`src/rtl/sbh_regs.svh`:
```
// Constants for the satellite bus handover block
// Functional notes
// - Master open request enables address/data buffers
// - Unheld board runs as independent computer
// - Mailbox scratch region; program area from zero
// - Serial port at 40 hex, local only
// - Sixteen backplane address lines, A0 to A15
// - Separate 8-bit data-in and data-out groups
// - One bus owner at a time
// - Hold grant enables backplane driver/buffers
// - Local memory controls float while held
// - Refresh strobe stays local during transfers
// - Local CPU idles or runs otherwise
// - Backplane reset resets local CPU
// - Non-maskable interrupt starts initialization after reset
// - Interrupt from serial transmit/receive flags optionally
// - Jumper picks one select line
// - Isolated unless own select line active
// - Active select holds local CPU
`ifndef SBH_REGS_SVH
`define SBH_REGS_SVH
`define SBH_ADDR_W 16
`define SBH_DATA_W 8
`define SBH_SEL_N 8
`define SBH_SERIAL_PORT 8'h40
`define SBH_MAILBOX_BASE 16'hF800
`define SBH_PROG_BASE 16'h0000
`define SBH_TURN_NS 8
`define SBH_TURN_CYC ((`SBH_TURN_NS + 3) / 4)
`define SBH_NMI_NS 16
`define SBH_NMI_CYC ((`SBH_NMI_NS + 3) / 4)
`endif

```
`src/rtl/sbh_pkg.sv`:
```
// Types for the satellite bus handover block
package sbh_pkg;
	typedef enum logic [1:0] {
		SBH_LOCAL = 2'b00,
		SBH_REQ = 2'b01,
		SBH_HELD = 2'b10,
		SBH_DRAIN = 2'b11
	} sbh_own_e;
endpackage

```
`src/rtl/sbh_sync.sv`:
```
// Two flip-flop synchroniser for backplane inputs
module sbh_sync #(
	parameter int W = 1
) (
	input wire logic clk,
	input wire logic rst,
	input wire logic [W-1:0] d,
	output logic [W-1:0] q
);
	logic [W-1:0] s1_reg;
	logic [W-1:0] s2_reg;
	always_ff @(posedge clk or posedge rst) begin
		if (rst) begin
			s1_reg <= '0;
			s2_reg <= '0;
		end else begin
			s1_reg <= d;
			s2_reg <= s1_reg;
		end
	end
	assign q = s2_reg;
endmodule

```
`src/rtl/sbh_io_decode.sv`:
```
// Local I/O and memory region decode
`include "sbh_regs.svh"
module sbh_io_decode (
	input wire logic [`SBH_ADDR_W-1:0] addr,
	input wire logic iorq,
	input wire logic mreq,
	input wire logic held,
	output logic serial_sel,
	output logic mailbox_sel,
	output logic prog_sel
);
	// Port decode uses low byte only, as an 8-bit I/O space
	always_comb begin
		serial_sel = iorq && !held &&
			(addr[7:0] == `SBH_SERIAL_PORT);
		mailbox_sel = mreq && (addr >= `SBH_MAILBOX_BASE);
		// Offset compare keeps the test meaningful for a zero base
		prog_sel = mreq && ((addr - `SBH_PROG_BASE) <
			(`SBH_MAILBOX_BASE - `SBH_PROG_BASE));
	end
endmodule

```
`src/rtl/satellite_bus_handover.sv`:
```
// Bus ownership handover between local CPU and backplane master
`include "sbh_regs.svh"
module satellite_bus_handover #(
	parameter int AW = `SBH_ADDR_W,
	parameter int DW = `SBH_DATA_W,
	parameter int NSEL = `SBH_SEL_N
) (
	input wire logic clk,
	input wire logic rst,
	input wire logic [NSEL-1:0] satellite_select_line,
	input wire logic [NSEL-1:0] satellite_id_jumper,
	input wire logic bp_reset,
	input wire logic [AW-1:0] bp_addr,
	input wire logic [DW-1:0] bp_data_out,
	input wire logic bp_mreq,
	input wire logic bp_rd,
	input wire logic bp_wr,
	input wire logic bp_phantom,
	output logic [DW-1:0] bp_data_in,
	output logic bp_data_in_oe,
	input wire logic [AW-1:0] cpu_addr,
	input wire logic [DW-1:0] cpu_dout,
	input wire logic cpu_mreq,
	input wire logic cpu_iorq,
	input wire logic cpu_rd,
	input wire logic cpu_wr,
	input wire logic bus_hold_grant_n,
	input wire logic serial_tx_space_flag,
	input wire logic serial_rx_avail_flag,
	input wire logic irq_tx_en,
	input wire logic irq_rx_en,
	output logic bus_hold_request_n,
	output logic cpu_reset,
	output logic cpu_nmi,
	output logic cpu_int,
	input wire logic dram_refresh_strobe_n,
	output logic dram_refresh_out_n,
	input wire logic [DW-1:0] mem_rdata,
	output logic [AW-1:0] mem_addr,
	output logic [DW-1:0] mem_wdata,
	output logic mem_mreq,
	output logic mem_rd,
	output logic mem_wr,
	output logic mem_ctl_oe,
	output logic dma_buf_en,
	output logic serial_sel,
	output logic mailbox_sel,
	output logic prog_sel,
	output logic master_owns
);
	localparam int TURN = `SBH_TURN_CYC;
	localparam int NMIC = `SBH_NMI_CYC;

	logic [NSEL-1:0] sel_s;
	logic rst_s;
	logic grant_s;
	logic [AW-1:0] baddr_s;
	logic [DW-1:0] bdo_s;
	logic [3:0] bctl_s;
	logic [NSEL-1:0] jmp_s;

	// All backplane inputs and the CPU hold grant cross from outside the clock
	sbh_sync #(.W(NSEL)) u_sel (
		.clk(clk), .rst(rst), .d(satellite_select_line), .q(sel_s));
	// The strap is a pin too, so it is settled before the decode sees it
	sbh_sync #(.W(NSEL)) u_jmp (
		.clk(clk), .rst(rst), .d(satellite_id_jumper), .q(jmp_s));
	sbh_sync #(.W(2)) u_lvl (
		.clk(clk), .rst(rst), .d({bp_reset, ~bus_hold_grant_n}),
		.q({rst_s, grant_s}));
	sbh_sync #(.W(AW + DW + 4)) u_bus (
		.clk(clk), .rst(rst),
		.d({bp_addr, bp_data_out, bp_mreq, bp_rd, bp_wr, bp_phantom}),
		.q({baddr_s, bdo_s, bctl_s}));

	function automatic logic one_hot(input logic [NSEL-1:0] v);
		return (v != '0) && ((v & (v - 1'b1)) == '0);
	endfunction

	logic [NSEL-1:0] jumper_reg;
	logic [NSEL-1:0] jumper_next;
	logic selected;
	sbh_pkg::sbh_own_e own_reg;
	sbh_pkg::sbh_own_e own_next;
	logic [3:0] turn_reg;
	logic [3:0] turn_next;
	logic rst_d_reg;
	logic rst_d_next;
	logic [3:0] nmi_reg;
	logic [3:0] nmi_next;

	// Jumper is a strap: caught by a clock edge, only while backplane reset is held
	always_comb begin
		jumper_next = jumper_reg;
		if (rst_s)
			jumper_next = one_hot(jmp_s) ?
				jmp_s : '0;
	end
	// Only a legal single pair can ever match a select line
	assign selected = |(sel_s & jumper_reg);

	always_comb begin
		own_next = own_reg;
		turn_next = turn_reg;
		unique case (own_reg)
			sbh_pkg::SBH_LOCAL: begin
				if (selected)
					own_next = sbh_pkg::SBH_REQ;
			end
			sbh_pkg::SBH_REQ: begin
				if (!selected)
					own_next = sbh_pkg::SBH_LOCAL;
				else if (grant_s)
					own_next = sbh_pkg::SBH_HELD;
			end
			sbh_pkg::SBH_HELD: begin
				if (!selected) begin
					own_next = sbh_pkg::SBH_DRAIN;
					turn_next = 4'(TURN);
				end
			end
			sbh_pkg::SBH_DRAIN: begin
				if (turn_reg > 4'h1)
					turn_next = turn_reg - 4'h1;
				else
					own_next = sbh_pkg::SBH_LOCAL;
			end
		endcase
		if (rst_s)
			own_next = sbh_pkg::SBH_LOCAL;
	end

	// Hold and release the local CPU strictly through the handshake
	assign bus_hold_request_n = !(own_reg == sbh_pkg::SBH_REQ ||
		own_reg == sbh_pkg::SBH_HELD);
	// Buffers only while the grant is in and the master still selects us
	assign dma_buf_en = (own_reg == sbh_pkg::SBH_HELD) && grant_s;
	assign master_owns = dma_buf_en;
	// Local memory controls float from request until drain ends
	assign mem_ctl_oe = (own_reg == sbh_pkg::SBH_LOCAL);

	// At most one source drives the internal bus, none in turnover
	always_comb begin
		mem_addr = '0;
		mem_wdata = '0;
		mem_mreq = 1'b0;
		mem_rd = 1'b0;
		mem_wr = 1'b0;
		if (dma_buf_en) begin
			mem_addr = baddr_s;
			mem_wdata = bdo_s;
			// Cycles without PHANTOM belong to the master's own memory
			mem_mreq = bctl_s[3] && bctl_s[0];
			mem_rd = bctl_s[2] && bctl_s[0];
			mem_wr = bctl_s[1] && bctl_s[0];
		end else if (mem_ctl_oe) begin
			mem_addr = cpu_addr;
			mem_wdata = cpu_dout;
			mem_mreq = cpu_mreq;
			mem_rd = cpu_rd;
			mem_wr = cpu_wr;
		end
	end

	// Refresh is always local, even under master control
	assign dram_refresh_out_n = dram_refresh_strobe_n;

	logic [DW-1:0] din_reg;
	logic [DW-1:0] din_next;
	logic din_oe_reg;
	logic din_oe_next;
	// Answer only a master read taken while PHANTOM marks satellite side
	always_comb begin
		din_oe_next = dma_buf_en && bctl_s[3] && bctl_s[2] &&
			bctl_s[0];
		din_next = din_oe_next ? mem_rdata : din_reg;
	end
	assign bp_data_in = din_reg;
	assign bp_data_in_oe = din_oe_reg;

	sbh_io_decode u_dec (
		.addr(mem_addr),
		.iorq(cpu_iorq),
		.mreq(mem_mreq),
		.held(!mem_ctl_oe),
		.serial_sel(serial_sel),
		.mailbox_sel(mailbox_sel),
		.prog_sel(prog_sel)
	);

	// Backplane reset also resets the CPU; NMI pulse follows the release
	always_comb begin
		rst_d_next = rst_s;
		nmi_next = nmi_reg;
		if (rst_d_reg && !rst_s)
			nmi_next = 4'(NMIC);
		else if (nmi_reg != 4'h0)
			nmi_next = nmi_reg - 4'h1;
	end
	assign cpu_reset = rst_s || rst;
	assign cpu_nmi = (nmi_reg != 4'h0);
	assign cpu_int = (irq_tx_en && serial_tx_space_flag) ||
		(irq_rx_en && serial_rx_avail_flag);

	always_ff @(posedge clk or posedge rst) begin
		if (rst) begin
			jumper_reg <= '0;
			own_reg <= sbh_pkg::SBH_LOCAL;
			turn_reg <= 4'h0;
			rst_d_reg <= 1'b0;
			nmi_reg <= 4'h0;
			din_reg <= '0;
			din_oe_reg <= 1'b0;
		end else begin
			jumper_reg <= jumper_next;
			own_reg <= own_next;
			turn_reg <= turn_next;
			rst_d_reg <= rst_d_next;
			nmi_reg <= nmi_next;
			din_reg <= din_next;
			din_oe_reg <= din_oe_next;
		end
	end
endmodule

```
`config.mk`:
```
export PLATFORM = sky130hd
export DESIGN_NAME = satellite_bus_handover
export DESIGN_NICKNAME = d
export VERILOG_FILES = /design/src/rtl/sbh_pkg.sv /design/src/rtl/sbh_sync.sv /design/src/rtl/sbh_io_decode.sv /design/src/rtl/satellite_bus_handover.sv
export VERILOG_INCLUDE_DIRS = /design/src /design/src/rtl
export SDC_FILE = /design/constraint.sdc
export NUM_CORES = 1
export LEC_CHECK = 0
export BUFFER_PORTS_ARGS = -buffer_cell sky130_fd_sc_hd__buf_2
export CAP_MARGIN = 10
export CELL_PAD_IN_SITES_DETAIL_PLACEMENT = 0
export CELL_PAD_IN_SITES_GLOBAL_PLACEMENT = 1
export CORE_UTILIZATION = 35
export DETAILED_ROUTE_END_ITERATION = 8
export PLACE_DENSITY = 0.7
export SKIP_CTS_REPAIR_TIMING = 1
export SLEW_MARGIN = 20
export SYNTH_ARGS = -nofsm -noshare
export SYNTH_HDL_FRONTEND = slang
export SYNTH_SLANG_ARGS = --single-unit
```
`constraint.sdc`:
```
create_clock -name clk -period 9.15 [get_ports clk]
set_input_delay 0.915 -clock clk [delete_from_list [all_inputs] [get_ports clk]]
set_output_delay 0.915 -clock clk [all_outputs]
set_load 0.01 [all_outputs]
```
* Word level (Yosys, flattened, before mapping)
Index checks and enable logic that the tools add are counted.
** Word-level totals
- Register bits :: 120
- Input bits :: 89
- Output and inout bits :: 47
- Logic and storage cells :: 86
** Cells by class
- Add/subtract/negate cells :: 3
- Order comparisons :: 3
- Equality and inequality tests :: 10
- Multiplexer cells :: 23
- Bitwise logic cells :: 3
- Reductions and logical operators :: 29
** Operators with widths (count)
- 16-bit two-way mux :: 2
- 8-bit two-way mux :: 3
- 8-bit bitwise AND :: 2
- 16-bit greater-or-equal comparator, second input constant :: 1
- 16-bit < comparator, second input constant :: 1
- 4-bit two-way mux :: 4
- 1-bit logical AND :: 15
- 2-bit two-way mux :: 6
- 8-bit by 7-bit equality test with 1-bit output, second input constant :: 1
- 8-bit logical NOT :: 1
- 2-bit one-hot mux with 4 select lines :: 1
- 4-bit one-hot mux with 2 select lines :: 1
- 8-bit nonzero test :: 1
- 8-bit OR reduction :: 1
- 4-bit by 1-bit subtractor with 4-bit output, second input constant :: 2
- 8-bit by 1-bit subtractor with 8-bit output, second input constant :: 1
- 1-bit two-way mux :: 6
- 3-bit by 2-bit inequality test with 1-bit output, second input constant :: 2
- 2-bit equality test, second input constant :: 2
- 4-bit by 1-bit greater-than comparator with 1-bit output, second input constant :: 1
- 2-bit inequality test, second input constant :: 2
- 4-bit by 2-bit inequality test with 1-bit output, second input constant :: 1
- 4-bit AND reduction :: 1
- 2-bit nonzero test :: 2
- 8 further kinds :: 11

* Logic depth before layout (Yosys ltp)
Gate-level depths: netlist of run 1.
- Depth after elaboration :: 5
- Mapped depth :: 8
- Mapped depth without buffers :: 8

* By module
From an unflattened synthesis of run 1, not the netlist that was laid out.
** Unflattened totals
- Cell total of the unflattened synthesis :: 361
- Area, all modules :: 4389.2 sq um
** By module, submodules not included
- satellite_bus_handover :: instances 1, cells an instance 259, area each 2016.9 sq um, seq. area each 700.7 sq um
- sbh_sync at u_bus :: instances 1, cells an instance 57, area each 1405.1 sq um, seq. area each 1401.3 sq um
- sbh_sync at u_jmp ... :: instances 2, cells an instance 17, area each 404.1 sq um, seq. area each 400.4 sq um
- sbh_sync at u_lvl :: instances 1, cells an instance 5, area each 103.8 sq um, seq. area each 100.1 sq um
- sbh_io_decode :: instances 1, cells an instance 6, area each 55.1 sq um, seq. area each 0.0 sq um

* Least setup slack after synthesis of run 1
Ideal clock, no wire load.
- Kind :: register to output
- Start :: reg own_reg[0]
- End :: out mailbox_sel
- Data arrival time :: 1.708 ns
- Data required time :: 8.235 ns
- Slack :: 6.527 ns
- Stages on the path, launching flop included :: 8
- Path buffers :: 1
- Cell sequence :: dfrtp_1 inv_1 ha_1 buf_2 nand2_1 o21ai_0 nand2_1 nor4_2
** On the way
- Longest elaborated chain between the ends :: 5
- Elaborated cells between the ends (all ways) :: 9
- Those cells by class :: 1 x order compare; 1 x eq/ne; 4 x mux; 3 x reduce/logical
** RTL lines
- from (decl) :: line satellite_bus_handover.sv:83 : sbh_pkg::sbh_own_e own_reg;
- from (signal assigned) :: line satellite_bus_handover.sv:208 : own_reg <= sbh_pkg::SBH_LOCAL;
- from (signal assigned) :: line satellite_bus_handover.sv:216 : own_reg <= own_next;
- 2-bit logical NOT :: line satellite_bus_handover.sv:140 : assign mem_ctl_oe = (own_reg == sbh_pkg::SBH_LOCAL);
- net mem_ctl_oe :: line satellite_bus_handover.sv:44 : output logic mem_ctl_oe,
- 16-bit two-way mux :: line satellite_bus_handover.sv:156 : end else if (mem_ctl_oe) begin
- 16-bit two-way mux :: line satellite_bus_handover.sv:149 : if (dma_buf_en) begin
- net mem_addr[11] :: line satellite_bus_handover.sv:39 : output logic [AW-1:0] mem_addr,
- 16-bit greater-or-equal comparator (no line)
- 1-bit logical AND :: line sbh_io_decode.sv:16 : mailbox_sel = mreq && (addr >= `SBH_MAILBOX_BASE);
- to (decl) :: line satellite_bus_handover.sv:47 : output logic mailbox_sel,
The timed path passes the listed nets, and every way through them passes these cells.

* Worst setup path after layout of run 1
- Start :: reg own_reg[0]
- End :: out prog_sel
** On the way
- Longest elaborated chain between the ends :: 5
- Elaborated cells between the ends (all ways) :: 9
- Those cells by class :: 1 x order compare; 1 x eq/ne; 4 x mux; 3 x reduce/logical
** RTL lines
- 2-bit logical NOT / 2-bit equality test (equally long branches) :: line satellite_bus_handover.sv:140, satellite_bus_handover.sv:137
- 16-bit two-way mux / 1-bit logical AND (equally long branches) :: line satellite_bus_handover.sv:156, satellite_bus_handover.sv:137
- 16-bit two-way mux :: line satellite_bus_handover.sv:149
- 16-bit < comparator :: line sbh_io_decode.sv:18 : prog_sel = mreq && ((addr - `SBH_PROG_BASE) <
- 1-bit logical AND * :: line sbh_io_decode.sv:18
- to (decl) :: line satellite_bus_handover.sv:48 : output logic prog_sel,
Mark *: on every way between the ends. The rest lies on a longest branch, timed or not.

==> results of run 1 <==
## final timing paths
path / start / end / slack (ns)
setup reg to reg: own_reg[0]$_DFFE_PP0P_ / bp_data_in[0]$_DFFE_PP0P_ / 6.75
max in group asynchronous: rst / u_bus.q[23]$_DFF_PP0_ / 7.59
setup / recovery: own_reg[0]$_DFFE_PP0P_ / prog_sel / 5.48
hold / removal: u_bus.s1_reg[1]$_DFF_PP0_ / u_bus.q[1]$_DFF_PP0_ / 0.34
min in group asynchronous: rst / u_lvl.s1_reg[1]$_DFF_PP0_ / 0.50
hold reg to reg: u_bus.s1_reg[1]$_DFF_PP0_ / u_bus.q[1]$_DFF_PP0_ / 0.34
## cell type report
cell class / count / area, µm² / share of cell area
Sequential cell: 120 / 3000 / 0.515
Clock buffer: 19 / 443 / 0.0760
Tap cell: 168 / 210 / 0.0361
Clock inverter: 13 / 190 / 0.0326
Inverter: 20 / 82.6 / 0.0142
Timing Repair Buffer: 134 / 677 / 0.116
Multi-Input combinational cell: 209 / 1220 / 0.209
## through the flow
stage	std cells	cell area, µm²	util
2_1_floorplan	362	4370	-
6_report	683	5830	0.481
3_5_place_dp	651	5190	0.428
4_1_cts	683	5820	0.480
5_1_grt	683	5830	0.481
3_3_place_gp	651	5190	0.428
## layout by cell type (no fill, tap or decap), types with 2 or more instances in the layout
cell          n
o211ai_1      2
inv_1        17
clkinvlp_4    4
o22ai_1       2
o21ai_0      12
nand2b_1      4
nor2b_1       3
inv_6         4
and3_1        3
nor3_1        5
ha_1          8
a31oi_1       2
buf_2       133
xor2_1        2
clkbuf_16    17
nor2_1       15
mux2i_1       9
bufinv_16     4
nand2_1      75
o21ai_1       3
nand3_1      24
a211oi_1      2
nor4_1        3
a21oi_1       9
dfrtp_1     120
a22oi_2       4
nand4_1       2
## metal layers
metal / global-route usage / part of all wire / up-vias
met3: 0.0632 / 0.066 / 12
met4: 0.0710 / 0.016 / 0
met5: 0 / 0 / -
li1: - / - / 1486
met2: 0.247 / 0.48 / 98
met1: 0.188 / 0.43 / 1437
## critical path, delay by kind of cell, from the launching register on
family,cells,cell delay (ns)
simple gates,4,0.69
buf+inv,3,0.53
flops,1,0.43
compound gates,1,0.31
fa+ha+maj,1,0.38
## power groups by stage
stage                     Clock, mW  Combinational [mW]  Sequential (mW)
after floorplan                   0               0.172            0.601
after global placement            0               0.272            0.605
after detailed placement          0               0.276            0.606
after CTS                     0.720               0.277            0.598
after global routing          0.746               0.308            0.603
final                         0.702               0.273            0.598
## kinds of logic after synthesis
family                     after synthesis  share of synthesized area
and+or+nand+nor                        144                      0.156
buffers and inverters                   33                     0.0352
muxes                                    9                     0.0206
xor gates and xnor gates                 3                    0.00601
DFF                                    120                      0.686
AOI/OAI and AO/OA                       44                     0.0704
adders and majority gates                9                     0.0257
==> key figures, run 1 <==
Power
  • VDD IR max: 0.130 mV
  • Switching part of the total power: 0.271
  • Pwr Density: 270 nW/µm²
  • Switching power: 0.426 mW
  • Clock power share: 0.446
  • Leakage Power: 2.87 nW
  • Internal: ~1.1 mW
  • Sequential power share: 0.380
  • Logic pwr share: 0.174
  • Tot Pwr: 1.57 mW

Critical path
  • Crit path DAT: 2.76 ns
  • CP cell instances: inv_1 > ha_1 > nand2_4 > clkinv_4 > o21ai_0 > nand2_1 > nor3_1 > nor2_1 > buf_2
  • Critical Path Slowest Stage Cell: dfrtp_1
  • Critical path fanouts, max: 35
  • Crit Path Class: reg2out
  • Max stage delay on crit path: about 0.43 ns
  • Worst R2R Path Depth: 8
  • CP Capture Type: output pin
  • Crit path required time: 8.24 ns
  • CP Launch Type: register

Floorplan
  • Site Rows: 40
  • DIE WIDTH: 114 µm
  • IO Pins: 136
  • Die Area: around 13000 µm²
  • Die H: 114 µm
  • Placeable Area: 12100 µm²
  • Initial Util: 0.361

Final layout
  • Fin nets: 600
  • Antenna diodes: 0
  • Filler cell count: between 1000 and 1500
  • Share of cells above drive strength 1: 0.348
  • Area Growth Syn to Fin: 33.2%

Clock tree
  • CTS tree: done
  • CTS clk-pin slew, worst paths: approximately 0.06 ns
  • Clk root buf: clkbuf_16
  • Clock latency on the worst-skew pair: 0.41 ns
  • Clock Sinks: 120
  • H-Tree Depth: 4
  • Clock buffer depth: 2
  • CTS Buf Count: 17

Route
  • DRC Markers: 0
  • Post-route ant nets: 0
  • TritonRoute pass-1 iters: 4
  • Avg WL per Cell: 13.5 µm
  • Via Count: 3033
  • WL final: 9220 µm
  • Via density: about 4.4
  • Initial detailed-routing violation count: 208

Timing
  • Max-slew violation count: 0
  • Setup TNS Final: 0 ns
  • Fin. Hold Viols: 0
  • Setup ws final: 5.48 ns
  • Unrepaired setup endpoints after global routing: false
  • Final Cycle Share: 0.401
  • Rel. slew slack: 0.498
  • Minimum hold slack: about 0.34 ns
  • Max Clock Freq: 272 MHz
  • Min Tclk post-route: 3.67 ns
  • Setup Viol. Count Final: 0
  • Worst-margin pin slew: 0.753 ns
  • Clock skew: 0.00984 ns

Logic synthesis
  • Yosys top cell area share: 0.686
  • Post-synth EDFFs: 0
  • Largest area contributor in the netlist: dfrtp_1
  • Most common cell in the netlist: dfrtp_1
  • Flops & latches, synth: 120
  • Post-synth cell types: 47
  • Avg Cell Area, Syn: 12.1 µm²
  • Commonest cells post-synth: dfrtp_1 (120), nand2_1 (75), nand3_1 (24), inv_1 (18), nor2_1 (15)
  • Post-Syn Nets: 460
  • Largest cells by area after synthesis: dfrtp_1 (69%), nand2_1 (6.4%), nand3_1 (2.7%), ha_1 (2.6%), mux2i_1 (2.1%)
  • Sequential area share after synthesis: 0.686
  • Asr flop ratio synth: 1.00
  • Synth Cell Area: between 4000 and 5000 µm²
  • Synth Warn #: 0
  • Top_reg_cell synth: dfrtp_1
  • Cells after Synth: 362

Place
  • Hpwl dp: 6510 µm
  • Final RePlAce weighted congestion: between 0.8 and 0.9
  • Pre-CTS setup slack: 5.86 ns
  • PortBufs: 133

Global routing
  • Initial antenna violation count: 0
  • Largest net degree at the start of global routing: 89
  • Grt ovf: 0
  • GR Util All Layers: 0.156
  • Vias in the first global route: 3096
  • Wire length of the first global-routing pass: 15100 µm

Min path
  • Hold depth: 0
  • Worst hold path class: reg2reg

Outcome
  • Outcome: finished clean

Flow run
  • Max-cap violations: 0
Power figures use the tool's default switching activity.
==> run 2: changes to the inputs <==
- ABC_AREA: not set -> 1
- clock period: 9.15 -> 3.6 ns (I/O delays scaled with it)
==> run 2 against run 1 <==
- die area shrank 1.2%
- sequential power grew to 2.6 times the previous value
- global-route usage is 1.2 points lower
- sequential cell count unchanged
- first-iteration DRC count shrank 41%
- routed wire length decreased by 9.5%
- hold slack got worse by 0.29 ns
- non-clock buffer count unchanged
- sequential share of layout area rose by 1.4 points
- clock power up 120%
- final area is 2.6% lower
- critical path type unchanged
- largest power group is now registers
==> key figures, run 2 <==
Logic synthesis
  • Largest cells by area after synthesis: dfrtp_1 (70%), nand2_1 (8.3%), a22o_1 (2.8%), ha_1 (2.6%), inv_1 (2.5%)
  • Largest area contributor in the netlist: dfrtp_1
  • Avg Cell Area, Syn: 12.0 µm²
  • Synth Cell Area: ~4300 µm²
  • Synth Warn #: 0
  • Most common cell in the netlist: dfrtp_1
  • Asr flop ratio synth: 1.00
  • Post-synth cell types: 35
  • Sequential area share after synthesis: 0.695
  • Cells after Synth: approximately 360
  • Post-Syn Nets: 457
  • Commonest cells post-synth: dfrtp_1 (120), nand2_1 (96), inv_1 (29), nor2_1 (19), nand3_1 (15)
  • Post-synth EDFFs: 0
  • Yosys top cell area share: 0.695
  • Top_reg_cell synth: dfrtp_1
  • Flops & latches, synth: 120

Timing
  • Clock skew: 0.00650 ns
  • Final Cycle Share: 0.853
  • Unrepaired setup endpoints after global routing: false
  • Rel. slew slack: 0.566
  • Worst-margin pin slew: 0.649 ns
  • Max-slew violation count: 0
  • Min Tclk post-route: 3.07 ns
  • Setup TNS Final: 0 ns
  • Setup Viol. Count Final: 0
  • Fin. Hold Viols: 0
  • Max Clock Freq: 326 MHz

Outcome
  • Outcome: finished clean

Clock tree
  • Clock Sinks: 120
  • CTS Buf Count: 17
  • H-Tree Depth: 4
  • CTS clk-pin slew, worst paths: ~0.05 ns
  • Clock buffer depth: 2
  • Clk root buf: clkbuf_16
  • Clock latency on the worst-skew pair: 0.40 ns
  • CTS tree: done

Flow run
  • Max-cap violations: 0

Final layout
  • Final standard cell utilization of the core: 0.472
  • Antenna diodes: 0
  • Share of cells above drive strength 1: 0.365
  • Area Growth Syn to Fin: 31.3%
  • Commonest cells after routing, fill and taps aside: buf_2 (133), dfrtp_1 (120), nand2_1 (96)
  • Fin nets: 601
  • Commonest non-fill, non-tap cell in the layout: buf_2

Route
  • Via density: 4.42
  • TritonRoute pass-1 iters: 4
  • Post-route ant nets: 0
  • DRC Markers: 0
  • Initial detailed-routing violation count: 122
  • WL final: ~8400 µm
  • Via Count: 2925
  • Avg WL per Cell: around 13 µm

Floorplan
  • DIE WIDTH: 113 µm
  • Die Area: 12800 µm²
  • Placeable Area: 12000 µm²
  • Initial Util: 0.360
  • Site Rows: 40
  • Die H: 113 µm
  • IO Pins: 136

Critical path
  • CP cell instances: inv_1 > ha_1 > nand2_2 > inv_2 > nor2_4 > nand2_1 > nand2_2 > nand2_2 > nor3_2 > buf_2
  • Crit path top cell by count: nand2_2
  • CP Capture Type: output pin
  • Critical path fanouts, max: 30
  • Crit path DAT: 2.71 ns
  • CP Launch Type: register
  • Critical Path Slowest Stage Cell: nor2_4
  • Crit path required time: 3.24 ns
  • Max stage delay on crit path: just under 0.6 ns
  • Crit Path Class: reg2out

Min path
  • Worst hold path class: in2reg

Global routing
  • Grt ovf: 0
  • Largest net degree at the start of global routing: 122
  • GR Util All Layers: 0.144
  • Initial antenna violation count: 0
  • Vias in the first global route: 3004
  • Wire length of the first global-routing pass: 14000 µm

Place
  • Hpwl dp: ~6000 µm
  • PortBufs: 133
  • Final RePlAce weighted congestion: 0.769

Power
  • Pwr Density: 739 nW/µm²
  • Leakage Power: about 3.0 nW
  • VDD IR max: around 0.45 mV
==> run 2: changes by cell type after synthesis, sizes merged, moves of 4 or more <==
cell    before  now
nand3       24   16
nor2        15   22
mux2         0    8
o21ai       15    9
nor4         4    0
nand2       76  102
a22o         1   14
inv         18   30
a21oi       10    4
buf         11    7
mux2i        9    0
nand2b       4    0
==> run 2: per-stage QoR <==
stage / hold slack (ns) / power [mW] / cells / cell area (µm²) / setup slack [ns]
after CTS: 0.0394 / 4.25 / 662 / 5670 / 0.471
after global placement: 0.331 / 2.64 / 631 / 5110 / 1.05
after detailed placement: 0.335 / 2.66 / 631 / 5110 / 0.911
final: 0.0567 / 4.19 / 662 / 5670 / 0.530
after floorplan: 0.331 / 2.30 / 359 / 4320 / 0.788
after global routing: 0.0349 / 4.45 / 662 / 5670 / 0.196
==> run 2: power breakdown <==
part	internal, mW	switching (mW)	total [mW]
Clock	0.995	0.574	1.57
Combinational	0.432	0.621	1.05
Sequential	1.50	0.0747	1.57
==> run 2: worst max-delay path, delay by kind of cell (launching register included) <==
| kind | cells | cell delay, ns |
|---|---|---|
| DFF | 1 | 0.40 |
| buffers and inverters | 3 | 0.48 |
| adders and majority gates | 1 | 0.27 |
| and+or+nand+nor | 6 | 1.14 |
==> run 2: cell families (layout without fill, tap and decap cells) <==
group	after synthesis	count (layout)	share of synthesized area
adder cells (fa/ha/maj)	9	9	0.0261
AO/OA/AOI/OAI	34	34	0.0579
XOR/XNOR	4	4	0.00811
AND/OR/NAND/NOR	145	145	0.146
multiplexers	8	8	0.0209
flip-flops	120	120	0.695
buffers and inverters	39	195	0.0460
==> run 2: path summary, 6_finish.rpt <==
kind	start	end	slack [ns]	cells past startpoint
setup / recovery	own_reg[0]$_DFFE_PP0P_	mailbox_sel	0.53	10
hold reg to reg	u_bus.s1_reg[26]$_DFF_PP0_	u_bus.q[26]$_DFF_PP0_	0.34	0
hold / removal	satellite_id_jumper[2]	u_jmp.s1_reg[2]$_DFF_PP0_	0.06	1
min in group asynchronous	rst	u_jmp.s1_reg[4]$_DFF_PP0_	0.13	3
max in group asynchronous	rst	u_bus.s1_reg[13]$_DFF_PP0_	3.01	3
setup reg to reg	own_reg[0]$_DFFE_PP0P_	bp_data_in[6]$_DFFE_PP0P_	1.47	7
==> run 2: final cells by class <==
class | count | area [µm²]
Fill cell | 1136 | 6340
Multi-Input combinational cell | 200 | 1120
Clock inverter | 11 | 98.8
Timing Repair Buffer | 134 | 686
Sequential cell | 120 | 3000
Tap cell | 147 | 184
Inverter | 30 | 116
Clock buffer | 20 | 467
==> run 2: routing by layer <==
| layer | GRT usage | up-vias | wire length [µm] |
|---|---|---|---|
| met1 | 0.178 | 1372 | 3630 |
| met5 | 0 | - | 0 |
| met3 | 0.0637 | 13 | 633 |
| li1 | - | 1439 | - |
| met2 | 0.221 | 101 | 3950 |
| met4 | 0.0588 | 0 | 136 |
